==> src/core/art_cfg.svh <==
`ifndef ART_CFG_SVH
`define ART_CFG_SVH

// ****************************************************************
// Register indices (byte address is four times the index)
// ****************************************************************
`define ART_IDX_TMRCS    6'h11
`define ART_IDX_CNTH     6'h12
`define ART_IDX_CNTL     6'h13
`define ART_IDX_RLDH     6'h14
`define ART_IDX_RLDL     6'h15
`define ART_IDX_OECR     6'h16
`define ART_IDX_CHCSR0   6'h17
`define ART_IDX_DUTY0H   6'h1b
`define ART_IDX_BRKCR    6'h23
`define ART_IDX_CTRL2    6'h24
`define ART_IDX_CAPH     6'h25
`define ART_IDX_CAPL     6'h26

// ****************************************************************
// Field positions
// ****************************************************************
`define ART_B_CAPF       6
`define ART_B_CAPIE      5
`define ART_B_SRC_HI     4
`define ART_B_SRC_LO     3
`define ART_B_OVF        2
`define ART_B_OVFIE      1
`define ART_B_COMPARE_IRQ_EN      0
`define ART_B_OPEN       3
`define ART_B_ONE_PULSE_EDGE_SEL     2
`define ART_B_POL        1
`define ART_B_CMPF       0
`define ART_B_BRKLVL     6
`define ART_B_BRKACT     5
`define ART_B_BRKPEN     4
`define ART_B_CAPSEL     5
`define ART_B_TRAN       0
`define ART_OE_STRIDE    2
`define ART_CH_ONEPULSE  3

// ****************************************************************
// Values
// ****************************************************************
`define ART_CNT_MAX      12'hfff
`define ART_CNT_ZERO     12'h000
`define ART_TRAN_RST     1'b1
`define ART_RESP_OKAY    2'b00
`define ART_RESP_SLVERR  2'b10

`endif

==> src/core/art_pkg.sv <==
package art_pkg;

    typedef enum logic [1:0] {
        ART_SRC_OFF = 2'h0,
        ART_SRC_MS  = 2'h1,
        ART_SRC_CPU = 2'h2,
        ART_SRC_BAD = 2'h3
    } art_src_t;

    typedef struct packed {
        logic [11:0] cnt;
        logic [11:0] reload;
        logic [3:0] oe;
        logic [3:0][11:0] duty_pre;
        logic [3:0][11:0] duty_act;
        logic [3:0] pol_pre;
        logic [3:0] pol_act;
        logic [3:0] cmpf;
        logic one_pulse_en;
        logic one_pulse_edge_sel;
        logic capture_flag;
        logic capture_irq_en;
        logic [1:0] counter_source_sel;
        logic overflow_flag;
        logic overflow_irq_en;
        logic compare_irq_en;
        logic break_level_sel;
        logic break_active;
        logic break_pin_en;
        logic [3:0] break_pattern;
        logic [11:0] captured_value;
        logic capture_source_sel;
        logic preload_transfer_en;
        logic cap_prev;
        logic comp_prev;
        logic [3:0] pwm_lvl;
        logic [3:0] pwm_out;
        logic aw_ok;
        logic [5:0] aw_idx;
        logic w_ok;
        logic [7:0] w_data;
        logic w_lane0;
        logic bvalid;
        logic [1:0] bresp;
        logic rvalid;
        logic [1:0] rresp;
        logic [7:0] rdata;
    } art_state_t;

endpackage : art_pkg

==> src/core/art_timer_regs.sv <==
// Decided for this implementation: register access over AXI4-Lite and the register addresses.
`timescale 1ns/100ps
`include "art_cfg.svh"

module art_timer_regs (
    input wire logic clk_sys,                 // System clock, 40 MHz
    input wire logic sys_rst,                 // Async reset, active high
    input wire logic halt_mode,               // Device in halt
    input wire logic cpu_irq_mask,            // Global interrupt mask
    input wire logic companion_ms_tick,       // 1 ms tick pulse
    input wire logic own_capture_pin,         // Own capture input
    input wire logic companion_capture_pin,   // Companion capture input
    input wire logic break_pin,               // Break input
    output logic [3:0] pwm_out,               // PWM pin levels
    output logic [3:0] pwm_oe,                // PWM owns the pin
    output logic irq_capture,                 // Capture request
    output logic irq_overflow,                // Overflow request
    output logic irq_compare,                 // Compare request
    input wire logic [7:0] s_axi_awaddr,      // Write address
    input wire logic [2:0] s_axi_awprot,      // Unused protection
    input wire logic s_axi_awvalid,           // Write address valid
    output logic s_axi_awready,               // Write address ready
    input wire logic [31:0] s_axi_wdata,      // Write data
    input wire logic [3:0] s_axi_wstrb,       // Write strobes
    input wire logic s_axi_wvalid,            // Write data valid
    output logic s_axi_wready,                // Write data ready
    output logic [1:0] s_axi_bresp,           // Write response
    output logic s_axi_bvalid,                // Write response valid
    input wire logic s_axi_bready,            // Write response ready
    input wire logic [7:0] s_axi_araddr,      // Read address
    input wire logic [2:0] s_axi_arprot,      // Unused protection
    input wire logic s_axi_arvalid,           // Read address valid
    output logic s_axi_arready,               // Read address ready
    output logic [31:0] s_axi_rdata,          // Read data
    output logic [1:0] s_axi_rresp,           // Read response
    output logic s_axi_rvalid,                // Read data valid
    input wire logic s_axi_rready             // Read data ready
);

    // ****************************************************************
    // Decoding helpers
    // ****************************************************************
    function automatic logic [5:0] duty_idx(input int ch, input logic high);
        duty_idx = 6'(`ART_IDX_DUTY0H + 2 * ch + (high ? 0 : 1));
    endfunction : duty_idx

    function automatic logic [5:0] chcsr_idx(input int ch);
        chcsr_idx = 6'(`ART_IDX_CHCSR0 + ch);
    endfunction : chcsr_idx

    function automatic logic mapped(input logic [5:0] idx);
        mapped = (idx >= `ART_IDX_TMRCS) && (idx <= `ART_IDX_CAPL);
    endfunction : mapped

    // ************************
    // State and scratch signals
    // ************************
    art_pkg::art_state_t s_ff;
    art_pkg::art_state_t nxt_s;

    logic tick;
    logic ovf_evt;
    logic cap_pin;
    logic op_trig;
    logic do_wr;
    logic [7:0] wbyte;
    logic [5:0] ridx;
    logic [7:0] rval;

    // ****************************************************************
    // Next state
    // ****************************************************************
    always_comb begin
        nxt_s = s_ff;
        tick = 1'b0;
        ovf_evt = 1'b0;
        op_trig = 1'b0;
        rval = 8'h00;
        ridx = s_axi_araddr[7:2];
        wbyte = s_ff.w_data;

        // ************************
        // Counter source; illegal code counts nothing
        // ************************
        if (!halt_mode) begin
            unique case (art_pkg::art_src_t'(s_ff.counter_source_sel))
                art_pkg::ART_SRC_MS: tick = companion_ms_tick;
                art_pkg::ART_SRC_CPU: tick = 1'b1;
                default: tick = 1'b0;
            endcase
        end

        // ************************
        // AXI write channel handshake
        // ************************
        if (s_axi_awvalid && !s_ff.aw_ok) begin
            nxt_s.aw_ok = 1'b1;
            nxt_s.aw_idx = s_axi_awaddr[7:2];
        end
        if (s_axi_wvalid && !s_ff.w_ok) begin
            nxt_s.w_ok = 1'b1;
            nxt_s.w_data = s_axi_wdata[7:0];
            nxt_s.w_lane0 = s_axi_wstrb[0];
        end
        if (s_ff.bvalid && s_axi_bready) begin
            nxt_s.bvalid = 1'b0;
        end

        // ************************
        // Register writes, once address and data are both held
        // ************************
        do_wr = s_ff.aw_ok && s_ff.w_ok && !s_ff.bvalid;
        if (do_wr) begin
            nxt_s.aw_ok = 1'b0;
            nxt_s.w_ok = 1'b0;
            nxt_s.bvalid = 1'b1;
            nxt_s.bresp = mapped(s_ff.aw_idx) ? `ART_RESP_OKAY : `ART_RESP_SLVERR;
            if (s_ff.w_lane0) begin
                if (s_ff.aw_idx == `ART_IDX_TMRCS) begin
                    // Flags ignore writes
                    nxt_s.capture_irq_en = wbyte[`ART_B_CAPIE];
                    nxt_s.counter_source_sel = wbyte[`ART_B_SRC_HI:`ART_B_SRC_LO];
                    nxt_s.overflow_irq_en = wbyte[`ART_B_OVFIE];
                    nxt_s.compare_irq_en = wbyte[`ART_B_COMPARE_IRQ_EN];
                end
                if (s_ff.aw_idx == `ART_IDX_RLDH) begin
                    nxt_s.reload[11:8] = wbyte[3:0];
                end
                if (s_ff.aw_idx == `ART_IDX_RLDL) begin
                    nxt_s.reload[7:0] = wbyte;
                end
                if (s_ff.aw_idx == `ART_IDX_OECR) begin
                    for (int i = 0; i < 4; i++) begin
                        nxt_s.oe[i] = wbyte[i * `ART_OE_STRIDE];
                    end
                end
                for (int i = 0; i < 4; i++) begin
                    if (s_ff.aw_idx == chcsr_idx(i)) begin
                        nxt_s.pol_pre[i] = wbyte[`ART_B_POL];
                        if (i == `ART_CH_ONEPULSE) begin
                            nxt_s.one_pulse_en = wbyte[`ART_B_OPEN];
                            nxt_s.one_pulse_edge_sel = wbyte[`ART_B_ONE_PULSE_EDGE_SEL];
                        end
                    end
                    if (s_ff.aw_idx == duty_idx(i, 1'b1)) begin
                        nxt_s.duty_pre[i][11:8] = wbyte[3:0];
                    end
                    if (s_ff.aw_idx == duty_idx(i, 1'b0)) begin
                        nxt_s.duty_pre[i][7:0] = wbyte;
                    end
                end
                if (s_ff.aw_idx == `ART_IDX_BRKCR) begin
                    nxt_s.break_level_sel = wbyte[`ART_B_BRKLVL];
                    nxt_s.break_active = wbyte[`ART_B_BRKACT];
                    nxt_s.break_pin_en = wbyte[`ART_B_BRKPEN];
                    nxt_s.break_pattern = wbyte[3:0];
                end
                if (s_ff.aw_idx == `ART_IDX_CTRL2) begin
                    nxt_s.capture_source_sel = wbyte[`ART_B_CAPSEL];
                    // Transfer enable may only be set by software
                    if (wbyte[`ART_B_TRAN]) begin
                        nxt_s.preload_transfer_en = 1'b1;
                    end
                end
            end
        end

        // ************************
        // AXI read channel handshake
        // ************************
        if (s_ff.rvalid && s_axi_rready) begin
            nxt_s.rvalid = 1'b0;
        end

        // ************************
        // Read decode, clear-on-read at acceptance
        // ************************
        if (s_axi_arvalid && !s_ff.rvalid) begin
            if (ridx == `ART_IDX_TMRCS) begin
                rval[`ART_B_CAPF] = s_ff.capture_flag;
                rval[`ART_B_CAPIE] = s_ff.capture_irq_en;
                rval[`ART_B_SRC_HI:`ART_B_SRC_LO] = s_ff.counter_source_sel;
                rval[`ART_B_OVF] = s_ff.overflow_flag;
                rval[`ART_B_OVFIE] = s_ff.overflow_irq_en;
                rval[`ART_B_COMPARE_IRQ_EN] = s_ff.compare_irq_en;
                nxt_s.overflow_flag = 1'b0;
            end
            if (ridx == `ART_IDX_CNTH) begin
                rval[3:0] = s_ff.cnt[11:8];
            end
            if (ridx == `ART_IDX_CNTL) begin
                rval = s_ff.cnt[7:0];
            end
            if (ridx == `ART_IDX_RLDH) begin
                rval[3:0] = s_ff.reload[11:8];
            end
            if (ridx == `ART_IDX_RLDL) begin
                rval = s_ff.reload[7:0];
            end
            if (ridx == `ART_IDX_OECR) begin
                for (int i = 0; i < 4; i++) begin
                    rval[i * `ART_OE_STRIDE] = s_ff.oe[i];
                end
            end
            for (int i = 0; i < 4; i++) begin
                if (ridx == chcsr_idx(i)) begin
                    rval[`ART_B_POL] = s_ff.pol_pre[i];
                    rval[`ART_B_CMPF] = s_ff.cmpf[i];
                    if (i == `ART_CH_ONEPULSE) begin
                        rval[`ART_B_OPEN] = s_ff.one_pulse_en;
                        rval[`ART_B_ONE_PULSE_EDGE_SEL] = s_ff.one_pulse_edge_sel;
                    end
                    nxt_s.cmpf[i] = 1'b0;
                end
                if (ridx == duty_idx(i, 1'b1)) begin
                    rval[3:0] = s_ff.duty_pre[i][11:8];
                end
                if (ridx == duty_idx(i, 1'b0)) begin
                    rval = s_ff.duty_pre[i][7:0];
                end
            end
            if (ridx == `ART_IDX_BRKCR) begin
                rval[`ART_B_BRKLVL] = s_ff.break_level_sel;
                rval[`ART_B_BRKACT] = s_ff.break_active;
                rval[`ART_B_BRKPEN] = s_ff.break_pin_en;
                rval[3:0] = s_ff.break_pattern;
            end
            if (ridx == `ART_IDX_CTRL2) begin
                rval[`ART_B_CAPSEL] = s_ff.capture_source_sel;
                rval[`ART_B_TRAN] = s_ff.preload_transfer_en;
            end
            if (ridx == `ART_IDX_CAPH || ridx == `ART_IDX_CAPL) begin
                rval = (ridx == `ART_IDX_CAPH) ? {4'h0, s_ff.captured_value[11:8]}
                                               : s_ff.captured_value[7:0];
                nxt_s.capture_flag = 1'b0;
            end
            nxt_s.rvalid = 1'b1;
            nxt_s.rdata = rval;
            nxt_s.rresp = mapped(ridx) ? `ART_RESP_OKAY : `ART_RESP_SLVERR;
        end

        // ************************
        // One-pulse trigger, ignored while a pulse is in progress
        // ************************
        nxt_s.comp_prev = companion_capture_pin;
        if (s_ff.one_pulse_edge_sel) begin
            op_trig = companion_capture_pin && !s_ff.comp_prev;
        end else begin
            op_trig = !companion_capture_pin && s_ff.comp_prev;
        end
        op_trig = op_trig && s_ff.one_pulse_en && !s_ff.pwm_lvl[`ART_CH_ONEPULSE] && !halt_mode;

        // ************************
        // Counter, reload and compare
        // ************************
        if (op_trig) begin
            nxt_s.cnt = `ART_CNT_ZERO;
            nxt_s.pwm_lvl[3:2] = 2'h3;
            ovf_evt = 1'b1;
        end else if (tick) begin
            if (s_ff.cnt == `ART_CNT_MAX) begin
                nxt_s.cnt = s_ff.reload;
                nxt_s.pwm_lvl = 4'hf;
                ovf_evt = 1'b1;
            end else begin
                nxt_s.cnt = 12'(s_ff.cnt + 12'h001);
            end
        end
        if (ovf_evt) begin
            nxt_s.overflow_flag = 1'b1;
            if (s_ff.preload_transfer_en) begin
                nxt_s.duty_act = s_ff.duty_pre;
                nxt_s.pol_act = s_ff.pol_pre;
                nxt_s.preload_transfer_en = 1'b0;
            end
        end
        for (int i = 0; i < 4; i++) begin
            if ((tick || op_trig) && nxt_s.cnt == nxt_s.duty_act[i]) begin
                nxt_s.cmpf[i] = 1'b1;
                nxt_s.pwm_lvl[i] = 1'b0;
            end
        end

        // ************************
        // Input capture
        // ************************
        cap_pin = s_ff.capture_source_sel ? companion_capture_pin : own_capture_pin;
        nxt_s.cap_prev = cap_pin;
        if (!halt_mode && cap_pin != s_ff.cap_prev && !s_ff.capture_flag) begin
            nxt_s.captured_value = s_ff.cnt;
            nxt_s.capture_flag = 1'b1;
        end

        // ************************
        // Break detection, set wins over a software clear
        // ************************
        if (s_ff.break_pin_en && break_pin == s_ff.break_level_sel) begin
            nxt_s.break_active = 1'b1;
        end

        // ************************
        // Pin levels
        // ************************
        for (int i = 0; i < 4; i++) begin
            if (!nxt_s.oe[i]) begin
                nxt_s.pwm_out[i] = 1'b0;
            end else if (nxt_s.break_active) begin
                nxt_s.pwm_out[i] = nxt_s.break_pattern[i];
            end else begin
                nxt_s.pwm_out[i] = nxt_s.pwm_lvl[i] ^ nxt_s.pol_act[i];
            end
        end
    end

    // ****************************************************************
    // State register
    // ****************************************************************
    always_ff @(posedge clk_sys or posedge sys_rst) begin
        if (sys_rst) begin
            s_ff <= '0;
            s_ff.preload_transfer_en <= `ART_TRAN_RST;
        end else begin
            s_ff <= nxt_s;
        end
    end

    // ****************************************************************
    // Outputs
    // ****************************************************************
    assign pwm_out = s_ff.pwm_out;
    assign pwm_oe = s_ff.oe;
    assign irq_capture = s_ff.capture_flag && s_ff.capture_irq_en && !cpu_irq_mask;
    assign irq_overflow = s_ff.overflow_flag && s_ff.overflow_irq_en && !cpu_irq_mask;
    assign irq_compare = (|s_ff.cmpf) && s_ff.compare_irq_en && !cpu_irq_mask;

    // ************************
    // Bus outputs
    // ************************
    assign s_axi_awready = !s_ff.aw_ok;
    assign s_axi_wready = !s_ff.w_ok;
    assign s_axi_bvalid = s_ff.bvalid;
    assign s_axi_bresp = s_ff.bresp;
    assign s_axi_arready = !s_ff.rvalid;
    assign s_axi_rvalid = s_ff.rvalid;
    assign s_axi_rresp = s_ff.rresp;
    assign s_axi_rdata = {24'h000000, s_ff.rdata};

endmodule : art_timer_regs

==> config.mk <==
export PLATFORM = sky130hd
export DESIGN_NAME = art_timer_regs
export DESIGN_NICKNAME = d
export VERILOG_FILES = /design/src/core/art_pkg.sv /design/src/core/art_timer_regs.sv
export VERILOG_INCLUDE_DIRS = /design/src /design/src/core
export SDC_FILE = /design/constraint.sdc
export NUM_CORES = 1
export LEC_CHECK = 0
export BUFFER_PORTS_ARGS = -buffer_cell sky130_fd_sc_hd__buf_2
export CAP_MARGIN = 20
export CORE_AREA = 2 2 146 176
export DETAILED_ROUTE_END_ITERATION = 6
export DIE_AREA = 0 0 148 178
export PLACE_DENSITY_LB_ADDON = 0.1
export REMOVE_ABC_BUFFERS = 1
export SYNTH_ARGS = -nofsm -noshare
export SYNTH_HDL_FRONTEND = slang
export SYNTH_SLANG_ARGS = --single-unit
export TNS_END_PERCENT = 20
==> constraint.sdc <==
create_clock -name clk_sys -period 8.3 [get_ports clk_sys]
set_input_delay 1.66 -clock clk_sys [delete_from_list [all_inputs] [get_ports clk_sys]]
set_output_delay 1.66 -clock clk_sys [all_outputs]
set_load 0.02 [all_outputs]
* Yosys cells after proc, flatten, opt, wreduce, memory -nomap -nowiden
Index checks and enable logic that the tools add are counted.
** Word-level totals
- Register bits after elaboration :: 207
- Bits of input ports :: 71
- Output and inout port bits :: 52
- Logic and storage cells :: 294
** Cells by class
- Add/sub/neg operators :: 1
- Magnitude comparators :: 4
- Equal/unequal tests :: 49
- Multiplexer cells :: 103
- Bitwise logic cells :: 4
- Reduce and logical (&&, ||, !) cells :: 79
** Operators by type and width (count)
- $eq A6 B5 Y1 const B :: 28
- $mux W52 :: 2
- $mux W48 :: 2
- $mux W8 :: 12
- $eq A6 B6 Y1 const B :: 12
- $mux W4 :: 17
- $reduce_and A3 Y1 :: 17
- $mux W1 :: 49
- $eq A12 B12 Y1 :: 4
- $mux W12 :: 3
- $reduce_bool A2 Y1 :: 16
- $mux W7 :: 4
- $logic_and A1 B1 Y1 :: 27
- $mux W6 :: 3
- $mux W2 :: 7
- $add A12 B1 Y12 const B :: 1
- $eq A12 B12 Y1 const B :: 1
- $ge A6 B5 Y1 const B :: 2
- $le A6 B6 Y1 const B :: 2
- $reduce_and A2 Y1 :: 6
- $mux W11 :: 1
- $logic_not A1 Y1 :: 10
- $mux W10 :: 1
- $reduce_or A4 Y1 :: 1
- 8 further kinds :: 12

* Logic depth before layout (Yosys ltp)
Gate-level depths: netlist of run 1.
- Word-level depth :: 24
- Gate-level depth with buffers :: 14

* Worst setup path before layout of run 1
OpenSTA, ideal clock, no wires.
- Kind :: in2reg
- Start point :: input halt_mode
- End point :: register s_ff, in the netlist pwm_out[0]
- Arrival :: 3868 ps
- Data required time :: 8178 ps
- Path slack :: 4310 ps
- Stages :: 11
- Path buffers :: 2
- Cell sequence :: nor3b_1 > o211ai_2 > o21ai_4 > buf_6 > buf_6 > mux2_2 > xor2_1 > a2111oi_0 > nand4_1 > mux2i_1 > nand2_1
** RTL lines
- start, declared :: line art_timer_regs.sv:8 : input wire logic halt_mode,
- end signal, assigned :: line art_timer_regs.sv:323 : s_ff <= nxt_s;
- end, declared :: line art_timer_regs.sv:58 : art_pkg::art_state_t s_ff;

==> impl_metrics.ini, run 1 <==
[critical_path]
ff2ff_path_depth = 11
regToRegSetupSlack_ns = 3.95
cp_slowest_stage_delay_ns = 0.55
crit_arrival_ns = 5.31
cp_data_required_time_ns = 8.70
cp_max_fo = 30
path_cells = buf_2 > nor3b_1 > o211ai_2 > o21ai_4 > buf_4 > mux2_2 > xor2_1 > a2111oi_0 > nand4_1 > mux2i_1 > nand2_1
crit_type = input port to flip-flop
slowest_stage = buf_4
critPathLaunchType = input port
cp-end-kind = flip-flop

[route]
wirelength_mm = 36.2
drtIter0Drc = 831
vias = 8292
ant_nets = 0
top_layer = met4
wl_met2_mm = 16.3
dr_wl_met3_mm = 2.15
first_pass_iters = 5
avgRoutedWirePerCell_um = 26.3
viasPerCell = 6.03
wl_met1_mm = 15.7
drc = 0

[place]
port_buffers = 59
hpwl_mm = 26.2
placed_cells = 1333
place.gp.congestion = 0.942
placed_area_mm2 = 0.0113

[pwr]
p_leak_nw = 5.71
p_sw_share_pct = 35.6
pwr-share-clk_pct = 31.1
pwr_density_cell_mw_per_mm2 = 283
power_frac_seq_pct = 48.4
finalPower_mw = 3.42
pwr-share-comb_pct = 20.6
ir_drop_mv = 0.182
p_int_mw = 2.20
p_sw_mw = 1.22

[die]
die_h_um = 178
chipWidth_um = 148
fp.coreArea_mm2 = 0.0246
start_util_pct = 44.6
dieArea_mm2 = 0.0263
pin_count = 123
rows = 63

[timing]
period_minus_slack_ns = 4.90
fmax_ghz = 0.204
worst_clock_skew_ns = 0.0293
holdWs_ns = 0.479
setup_violations = 0
slew_headroom_pct = 21.8
fin_crit_sh_pct = 59.1
slew_violations = 0
rsz0062_at_grt = no
hold_viol_final = 0
tightest_slew_ns = 1.17
tns_ns = 0

[logic_synthesis]
syn_inst = 1003
yosysUniqueCellTypes = 94
synth_edf_count = 0
synth_top_area_cell = dfrtp_1
synth_area_mm2 = 0.0110
synth-async-reset-ratio_pct = 100
synth_area_per_cell_um2 = 10.9
ys_seq_area_share_pct = 46.8
synth_top_area_share_pct = 46.6
ys_ff_latch = 205
yosys-top-cells-area = dfrtp_1 47%, mux2_2 14%, buf_4 3.2%
synth_flop_cell = dfrtp_1
ys_warn_count = 0

[layout]
fin_area_mm2 = 0.0121
layout.cells.non_filler = 1375
drive_gt1_share_pct = 26.8
layout.nets = 1108
fillCellCount = 2289
area_delta_synth_final_pct = 10.2
final_common_cell = dfrtp_1
num_antenna_cells = 0
final_cell_mix = 204 x dfrtp_1, 141 x mux2_2, 69 x nand2_1

[global_routing]
grt_pass1_vias = 8178
grt_pass1_wl_mm = 54.2
grt_max_degree = 134
antenna_found_initial = 0
grt.total_usage_pct = 27.9
overflow = 0

[outcome]
status = finished clean

[cts]
postCtsHoldBufs = 0
cts_tree = built
cts_buffers = 23
clockBufferDepth = 3
cts.sinks = 205
clk_latency_ns = 0.54
clkSlewWorstSetupHoldPaths_ns = 0.06
cts_resized = 0
ctsHtreeMaxLevel = 1
cts_setup_buffers = 0
root_buffer = clkbuf_16

[job]
cap_violations = 0

[hold_path]
worstHoldPathType = flip-flop to flip-flop
holdPathStages = 1
flip-flops by register name, summed over array words and instances, names as in the netlist:
register and cells:
s_ff 177, s_axi_rdata 8, wbyte 8, pwm_oe 4, pwm_out 4, s_axi_bresp 1
s_axi_bvalid 1, s_axi_rresp 1, s_axi_rvalid 1
final timing paths:
| path | startpoint | to |
|---|---|---|
| max | halt_mode | pwm_out[0] |
| min | s_axi_bresp[1] | s_axi_bresp[1] |
| max reg2reg | s_ff[66] | pwm_out[0] |
| min reg2reg | s_axi_bresp[1] | s_axi_bresp[1] |
| max in group asynchronous | sys_rst | s_ff[46] |
| min in group asynchronous | sys_rst | s_ff[23] |
synth_stat cells (3+ instances only):
cell type and count:
dfrtp_1 204, mux2_2 141, nand2_1 69, a21oi_1 50, buf_4 47, nor2_1 43, inv_1 39, o21ai_0 34
clkbuf_1 31, nand3_1 30, mux2i_1 24, xnor2_1 23, xor2_1 19, nor3_1 15, nor2b_1 14, a32oi_1 12
and3_1 11, a22oi_1 10, o22ai_1 10, nor4_1 8, o211ai_1 8, a31oi_1 7, nand2b_1 7, nand4_1 7
a22o_1 6, nor3b_1 6, a21o_1 5, buf_2 5, o21a_1 5, a211o_1 4, a211oi_1 4, a2bb2oi_1 4
or4_1 4, a2111oi_0 3, a221oi_1 3, a311oi_1 3, a41oi_1 3, and2_1 3, buf_6 3, ha_1 3
mux2_4 3, nor4b_1 3, nor4bb_1 3, o22a_1 3
power by group through the flow:
stage               clock [mW]  combinational (mW)  sequential, mW
finish                    1.06               0.703            1.65
global route              1.12               0.767            1.68
CTS                       1.08               0.703            1.64
detailed placement           0               0.700            1.66
global placement             0               0.691            1.66
floorplan                    0               0.501            1.46
through the flow:
stage	setup WS, ns	util [%]
global placement	2.86	45.9
detailed placement	2.93	45.9
CTS	3.44	49.1
global route	3.21	49.1
floorplan	1.05	-
finish	3.40	49.1
cell type report:
class	instances	area, um^2	area share, %
well taps	325	407	3.37
clock buffers	33	673	5.57
multi-input cells	695	5220	43.2
flip-flops and latches	205	5130	42.5
clock inverters	8	116	0.963
repair buffers	70	378	3.13
inverters	39	154	1.27
logic make-up (layout without fill, tap and decap cells):
family,Yosys count,after routing,synth area share (%)
xor+xnor,42,42,3.36
other cells,1,26,0.0342
simple gates,253,253,12.8
flops,205,205,46.8
mux,168,168,17.1
buf+inv,128,150,6.40
compound gates,203,203,13.2
fa+ha+maj,3,3,0.342
worst max-delay path: cells and delay by family:
family	cells	cell delay [ns]
xor gates and xnor gates	1	0.14
muxes	2	0.67
and+or+nand+nor	3	0.84
buffers and inverters	2	0.71
AOI/OAI and AO/OA	3	1.26
layer usage:
metal,global-route usage (%),vias up
li1,-,3670
met2,44.3,342
met4,13.6,0
met3,3.73,90
met1,37.9,4190
met5,0,-
No activity file was read; power rests on OpenSTA's default activity.
==> inputs of run 2 (changes only) <==
clock period = 5.1 ns   (was 8.3 ns; I/O delays follow)
==> impl_metrics.ini, run 2 (synthesis gave the netlist of run 1 again) <==
[outcome]
status = complete, but fails checks
violations = DRC

[critical_path]
cp-end-kind = flip-flop
cp_max_fo = 10
cp_slowest_stage_delay_ns = 0.79
slowest_stage = nor4_4
crit_top_cell = a21oi_1
ff2ff_path_depth = 10
cp_data_required_time_ns = 5.55
regToRegSetupSlack_ns = 0.90
r2r_end = pwm_out[2]
rr_startpoint = s_ff[195]
critical-path-top-delay-family = simple AND/OR/NAND/NOR gates
critPathLaunchType = flip-flop
path_cells = ha_1 > inv_1 > nor4_4 > a21oi_1 > nor3_2 > xor2_1 > a2111o_1 > nand4bb_1 > mux2i_1 > a21oi_1
crit_arrival_ns = 4.65
cp_num_buf_inv = 1
crit_type = flip-flop to flip-flop

[route]
drc = 7
ant_nets = 0
vias = 8375
avgRoutedWirePerCell_um = 26.5
drtIter0Drc = 898
first_pass_iters = 7
viasPerCell = 6.03
wirelength_mm = 36.8

[die]
dieArea_mm2 = 0.0263
die_h_um = 178
start_util_pct = 44.6
fp.coreArea_mm2 = 0.0246
chipWidth_um = 148
pin_count = 123
rows = 63

[layout]
top_register = s_ff
layout.nets = 1120
final_cell_mix = 204 x dfrtp_1, 141 x mux2_2, 69 x nand2_1
num_antenna_cells = 0
fin_area_mm2 = 0.0122
final_common_cell = dfrtp_1
fillCellCount = 2286
largest_register_ffs = 177
drive_gt1_share_pct = 27.8
area_delta_synth_final_pct = 11.6

[pwr]
ir_drop_mv = 0.377
p_leak_nw = 5.76
pwr_density_cell_mw_per_mm2 = 465
finalPower_mw = 5.69

[cts]
root_buffer = clkbuf_16
postCtsHoldBufs = 0
cts_resized = 0
cts.sinks = 205
clockBufferDepth = 3
cts_setup_buffers = 0
ctsHtreeMaxLevel = 1
clkSlewWorstSetupHoldPaths_ns = 0.06
cts_buffers = 23
cts_tree = built
clk_latency_ns = 0.54

[timing]
slew_headroom_pct = 29.1
fmax_ghz = 0.238
finalWorstSetupSlack_ns = 0.904
period_minus_slack_ns = 4.20
rsz0062_at_grt = no
tns_ns = 0
slew_violations = 0
fin_crit_sh_pct = 82.3
tightest_slew_ns = 1.06
worst_clock_skew_ns = 0.00942
hold_viol_final = 0
setup_violations = 0

[global_routing]
antenna_found_initial = 0
overflow = 0
grt.total_usage_pct = 28.1
grt_max_degree = 124
grt_pass1_vias = 8110
grt_pass1_wl_mm = 54.2

[job]
cap_violations = 0

[place]
place.gp.congestion = 0.973
hpwl_mm = 26.5
pre_cts_slack_ns = 0.825
port_buffers = 59
placed_area_mm2 = 0.0114

[hold_path]
min-delay-start = s_axi_bresp[1]
worstHoldPathType = flip-flop to flip-flop
holdPathStages = 1
hold_path_end = s_axi_bresp[1]
## run 2: cell type report
cell class              count  area [um^2]  area share (%)
multi-input cells         695         5220            42.7
flip-flops and latches    205         5130            41.9
clock buffers              26          587            4.80
repair buffers             82          493            4.03
well taps                 325          407            3.32
clock inverters            16          238            1.94
inverters                  39          154            1.26
## run 2: worst max-delay path by stage
stage	end	slack [ns]	depth (start not counted)	startpoint
floorplan	pwm_oe[0]	-1.51	1	sys_rst
global placement	s_ff[37]	0.83	11	halt_mode
detailed placement	s_ff[37]	0.83	11	halt_mode
CTS	pwm_out[2]	1.00	10	s_ff[195]
global route	pwm_out[2]	0.84	10	s_ff[195]
finish	pwm_out[2]	0.90	10	s_ff[195]
## run 2: stage by stage
stage	hold slack (ns)	cells	utilization, %
after floorplan	0.451	939	-
after global placement	0.455	1345	46.4
after detailed placement	0.472	1346	46.4
after CTS	0.488	1388	49.7
after global routing	0.514	1388	49.7
final	0.486	1388	49.7
## run 2: power by group
group	switching, mW	total (mW)	internal [mW]	leakage [nW]
clock	0.735	1.83	1.09	0.380
combinational	0.628	1.16	0.534	2.64
sequential	0.674	2.70	2.03	2.74
total	2.04	5.69	3.65	5.76
## run 2: metal layers
layer	track usage, %	wire length (um)	vias to the layer above
li1	-	-	3680
met1	38.1	15700	4227
met2	45.4	16800	381
met3	2.81	2220	87
met4	13.6	2000	0
met5	0	0	-
==> inputs of run 3 (changes only) <==
clock period = 4.05 ns   (was 5.1 ns; I/O delays follow)
==> impl_metrics.ini, run 3 (synthesis gave the netlist of run 1 again) <==
[layout]
largest_register_ffs = 177
final_common_cell = dfrtp_1
utilization_pct = 50.5
drive_gt1_share_pct = 29.9
fillCellCount = 2304
num_antenna_cells = 0
top_register = s_ff
layout.nets = 1150
fin_area_mm2 = 0.0124
area_delta_synth_final_pct = 13.3
final_cell_mix = 204 x dfrtp_1, 141 x mux2_2, 69 x nand2_1

[critical_path]
crit_type = flip-flop to flip-flop
path_cells = ha_1 > nor2_2 > nand4_4 > o21ai_4 > buf_12 > mux2i_1 > xor2_1 > buf_4 > nor4_1 > o211a_1 > a21oi_1 > nand3b_1
slowest_stage = mux2i_1
cp_slowest_stage_delay_ns = 0.52
cp-end-kind = flip-flop
crit_arrival_ns = 4.00
cp_max_fo = 30
cp_data_required_time_ns = 4.45
critPathLaunchType = flip-flop

[place]
hpwl_mm = 27.9
placed_area_mm2 = 0.0116
place.gp.congestion = 0.964
port_buffers = 59

[die]
die_h_um = 178
fp.coreArea_mm2 = 0.0246
rows = 63
chipWidth_um = 148
dieArea_mm2 = 0.0263
pin_count = 123
start_util_pct = 44.6

[outcome]
status = finished clean

[global_routing]
antenna_found_initial = 1
grt_max_degree = 99
grt_use_met1_pct = 38.5
grt_pass1_vias = 8205
grt.total_usage_pct = 28.7
use_met3_pct = 4.12
overflow = 0
grt_pass1_wl_mm = 55.1
grt.met2_usage_pct = 44.7
gr-max-usage-layer = met2

[cts]
cts_tree = built
clockBufferDepth = 3
root_buffer = clkbuf_16
cts_buffers = 23
cts_resized = 0
clkSlewWorstSetupHoldPaths_ns = 0.06
cts_setup_buffers = 0
ctsHtreeMaxLevel = 1
cts.sinks = 205
clk_latency_ns = 0.53
postCtsHoldBufs = 0

[timing]
fmax_ghz = 0.278
setup_violations = 0
slew_headroom_pct = 33.2
period_minus_slack_ns = 3.60
worst_clock_skew_ns = 0.0121
hold_viol_final = 0
fin_crit_sh_pct = 88.8
holdWs_ns = 0.406
rsz0062_at_grt = no
slew_violations = 0
tightest_slew_ns = 0.999

[route]
drc = 0
wirelength_mm = 37.4
vias = 8476
first_pass_iters = 6
viasPerCell = 5.98
avgRoutedWirePerCell_um = 26.4
ant_nets = 0
drtIter0Drc = 774

[pwr]
finalPower_mw = 7.02
pwr_density_cell_mw_per_mm2 = 565
p_leak_nw = 5.92
ir_drop_mv = 0.466

[job]
cap_violations = 0

[hold_path]
worstHoldPathType = input port to asynchronous set/reset pin
[run 3: cell types whose count changed in the layout (fill, tap and decap cells not counted)]
cell,delta
clkbuf_1,-1
nor3_2,+1
nor3_1,-1
clkbuf_8,+5
clkinv_2,+2
bufinv_16,-3
clkinvlp_4,-3
buf_4,+30
[run 3: layout make-up]
| cell class | count | area, um^2 | area share, % |
|---|---|---|---|
| flip-flops and latches | 205 | 5130 | 41.3 |
| clock buffers | 30 | 652 | 5.25 |
| well taps | 325 | 407 | 3.27 |
| clock inverters | 12 | 135 | 1.09 |
| inverters | 39 | 154 | 1.24 |
| repair buffers | 112 | 718 | 5.78 |
| multi-input cells | 695 | 5230 | 42.1 |
[run 3: path summary, 6_finish.rpt]
kind | to | slack (ns) | depth (start not counted) | start
max | pwm_out[1] | 0.45 | 12 | s_ff[66]
max reg2reg | pwm_out[1] | 0.45 | 12 | s_ff[66]
min reg2reg | s_axi_rresp[1] | 0.47 | 1 | s_axi_rresp[1]
min in group clk_sys | s_ff[39] | 0.44 | 1 | companion_capture_pin
max in group asynchronous | s_ff[177] | 2.82 | 3 | sys_rst
min | wbyte[1] | 0.41 | 2 | sys_rst
[run 3: through the flow]
| stage | setup TNS, ns | instances | setup slack (ns) |
|---|---|---|---|
| 2_1_floorplan | -481.03 | 939 | -2.35 |
| 3_3_place_gp | 0 | 1376 | 0.0403 |
| 3_5_place_dp | 0 | 1376 | 0.0513 |
| 4_1_cts | 0 | 1418 | 0.399 |
| 5_1_grt | 0 | 1418 | 0.278 |
| 6_report | 0 | 1418 | 0.453 |
[run 3: power breakdown]
part / switching, mW / leakage [nW] / total (mW) / internal [mW]
clock: 0.884 / 0.380 / 2.16 / 1.27
combinational: 0.799 / 2.79 / 1.49 / 0.691
sequential: 0.821 / 2.74 / 3.38 / 2.55
total: 2.50 / 5.92 / 7.02 / 4.52
[run 3: critical path, delay by kind of cell (launching register included)]
| kind | cells | cell delay [ns] |
|---|---|---|
| and+or+nand+nor | 4 | 1.02 |
| AOI/OAI and AO/OA | 3 | 0.58 |
| muxes | 1 | 0.52 |
| DFF | 1 | 0.45 |
| buffers and inverters | 2 | 0.41 |
| adders and majority gates | 1 | 0.34 |
| xor gates and xnor gates | 1 | 0.12 |
[run 3: routing by layer]
metal,vias up,share of wire (%)
met5,-,0.035
met4,2,6.5
met3,105,6.9
met2,391,45
met1,4243,41
li1,3735,-
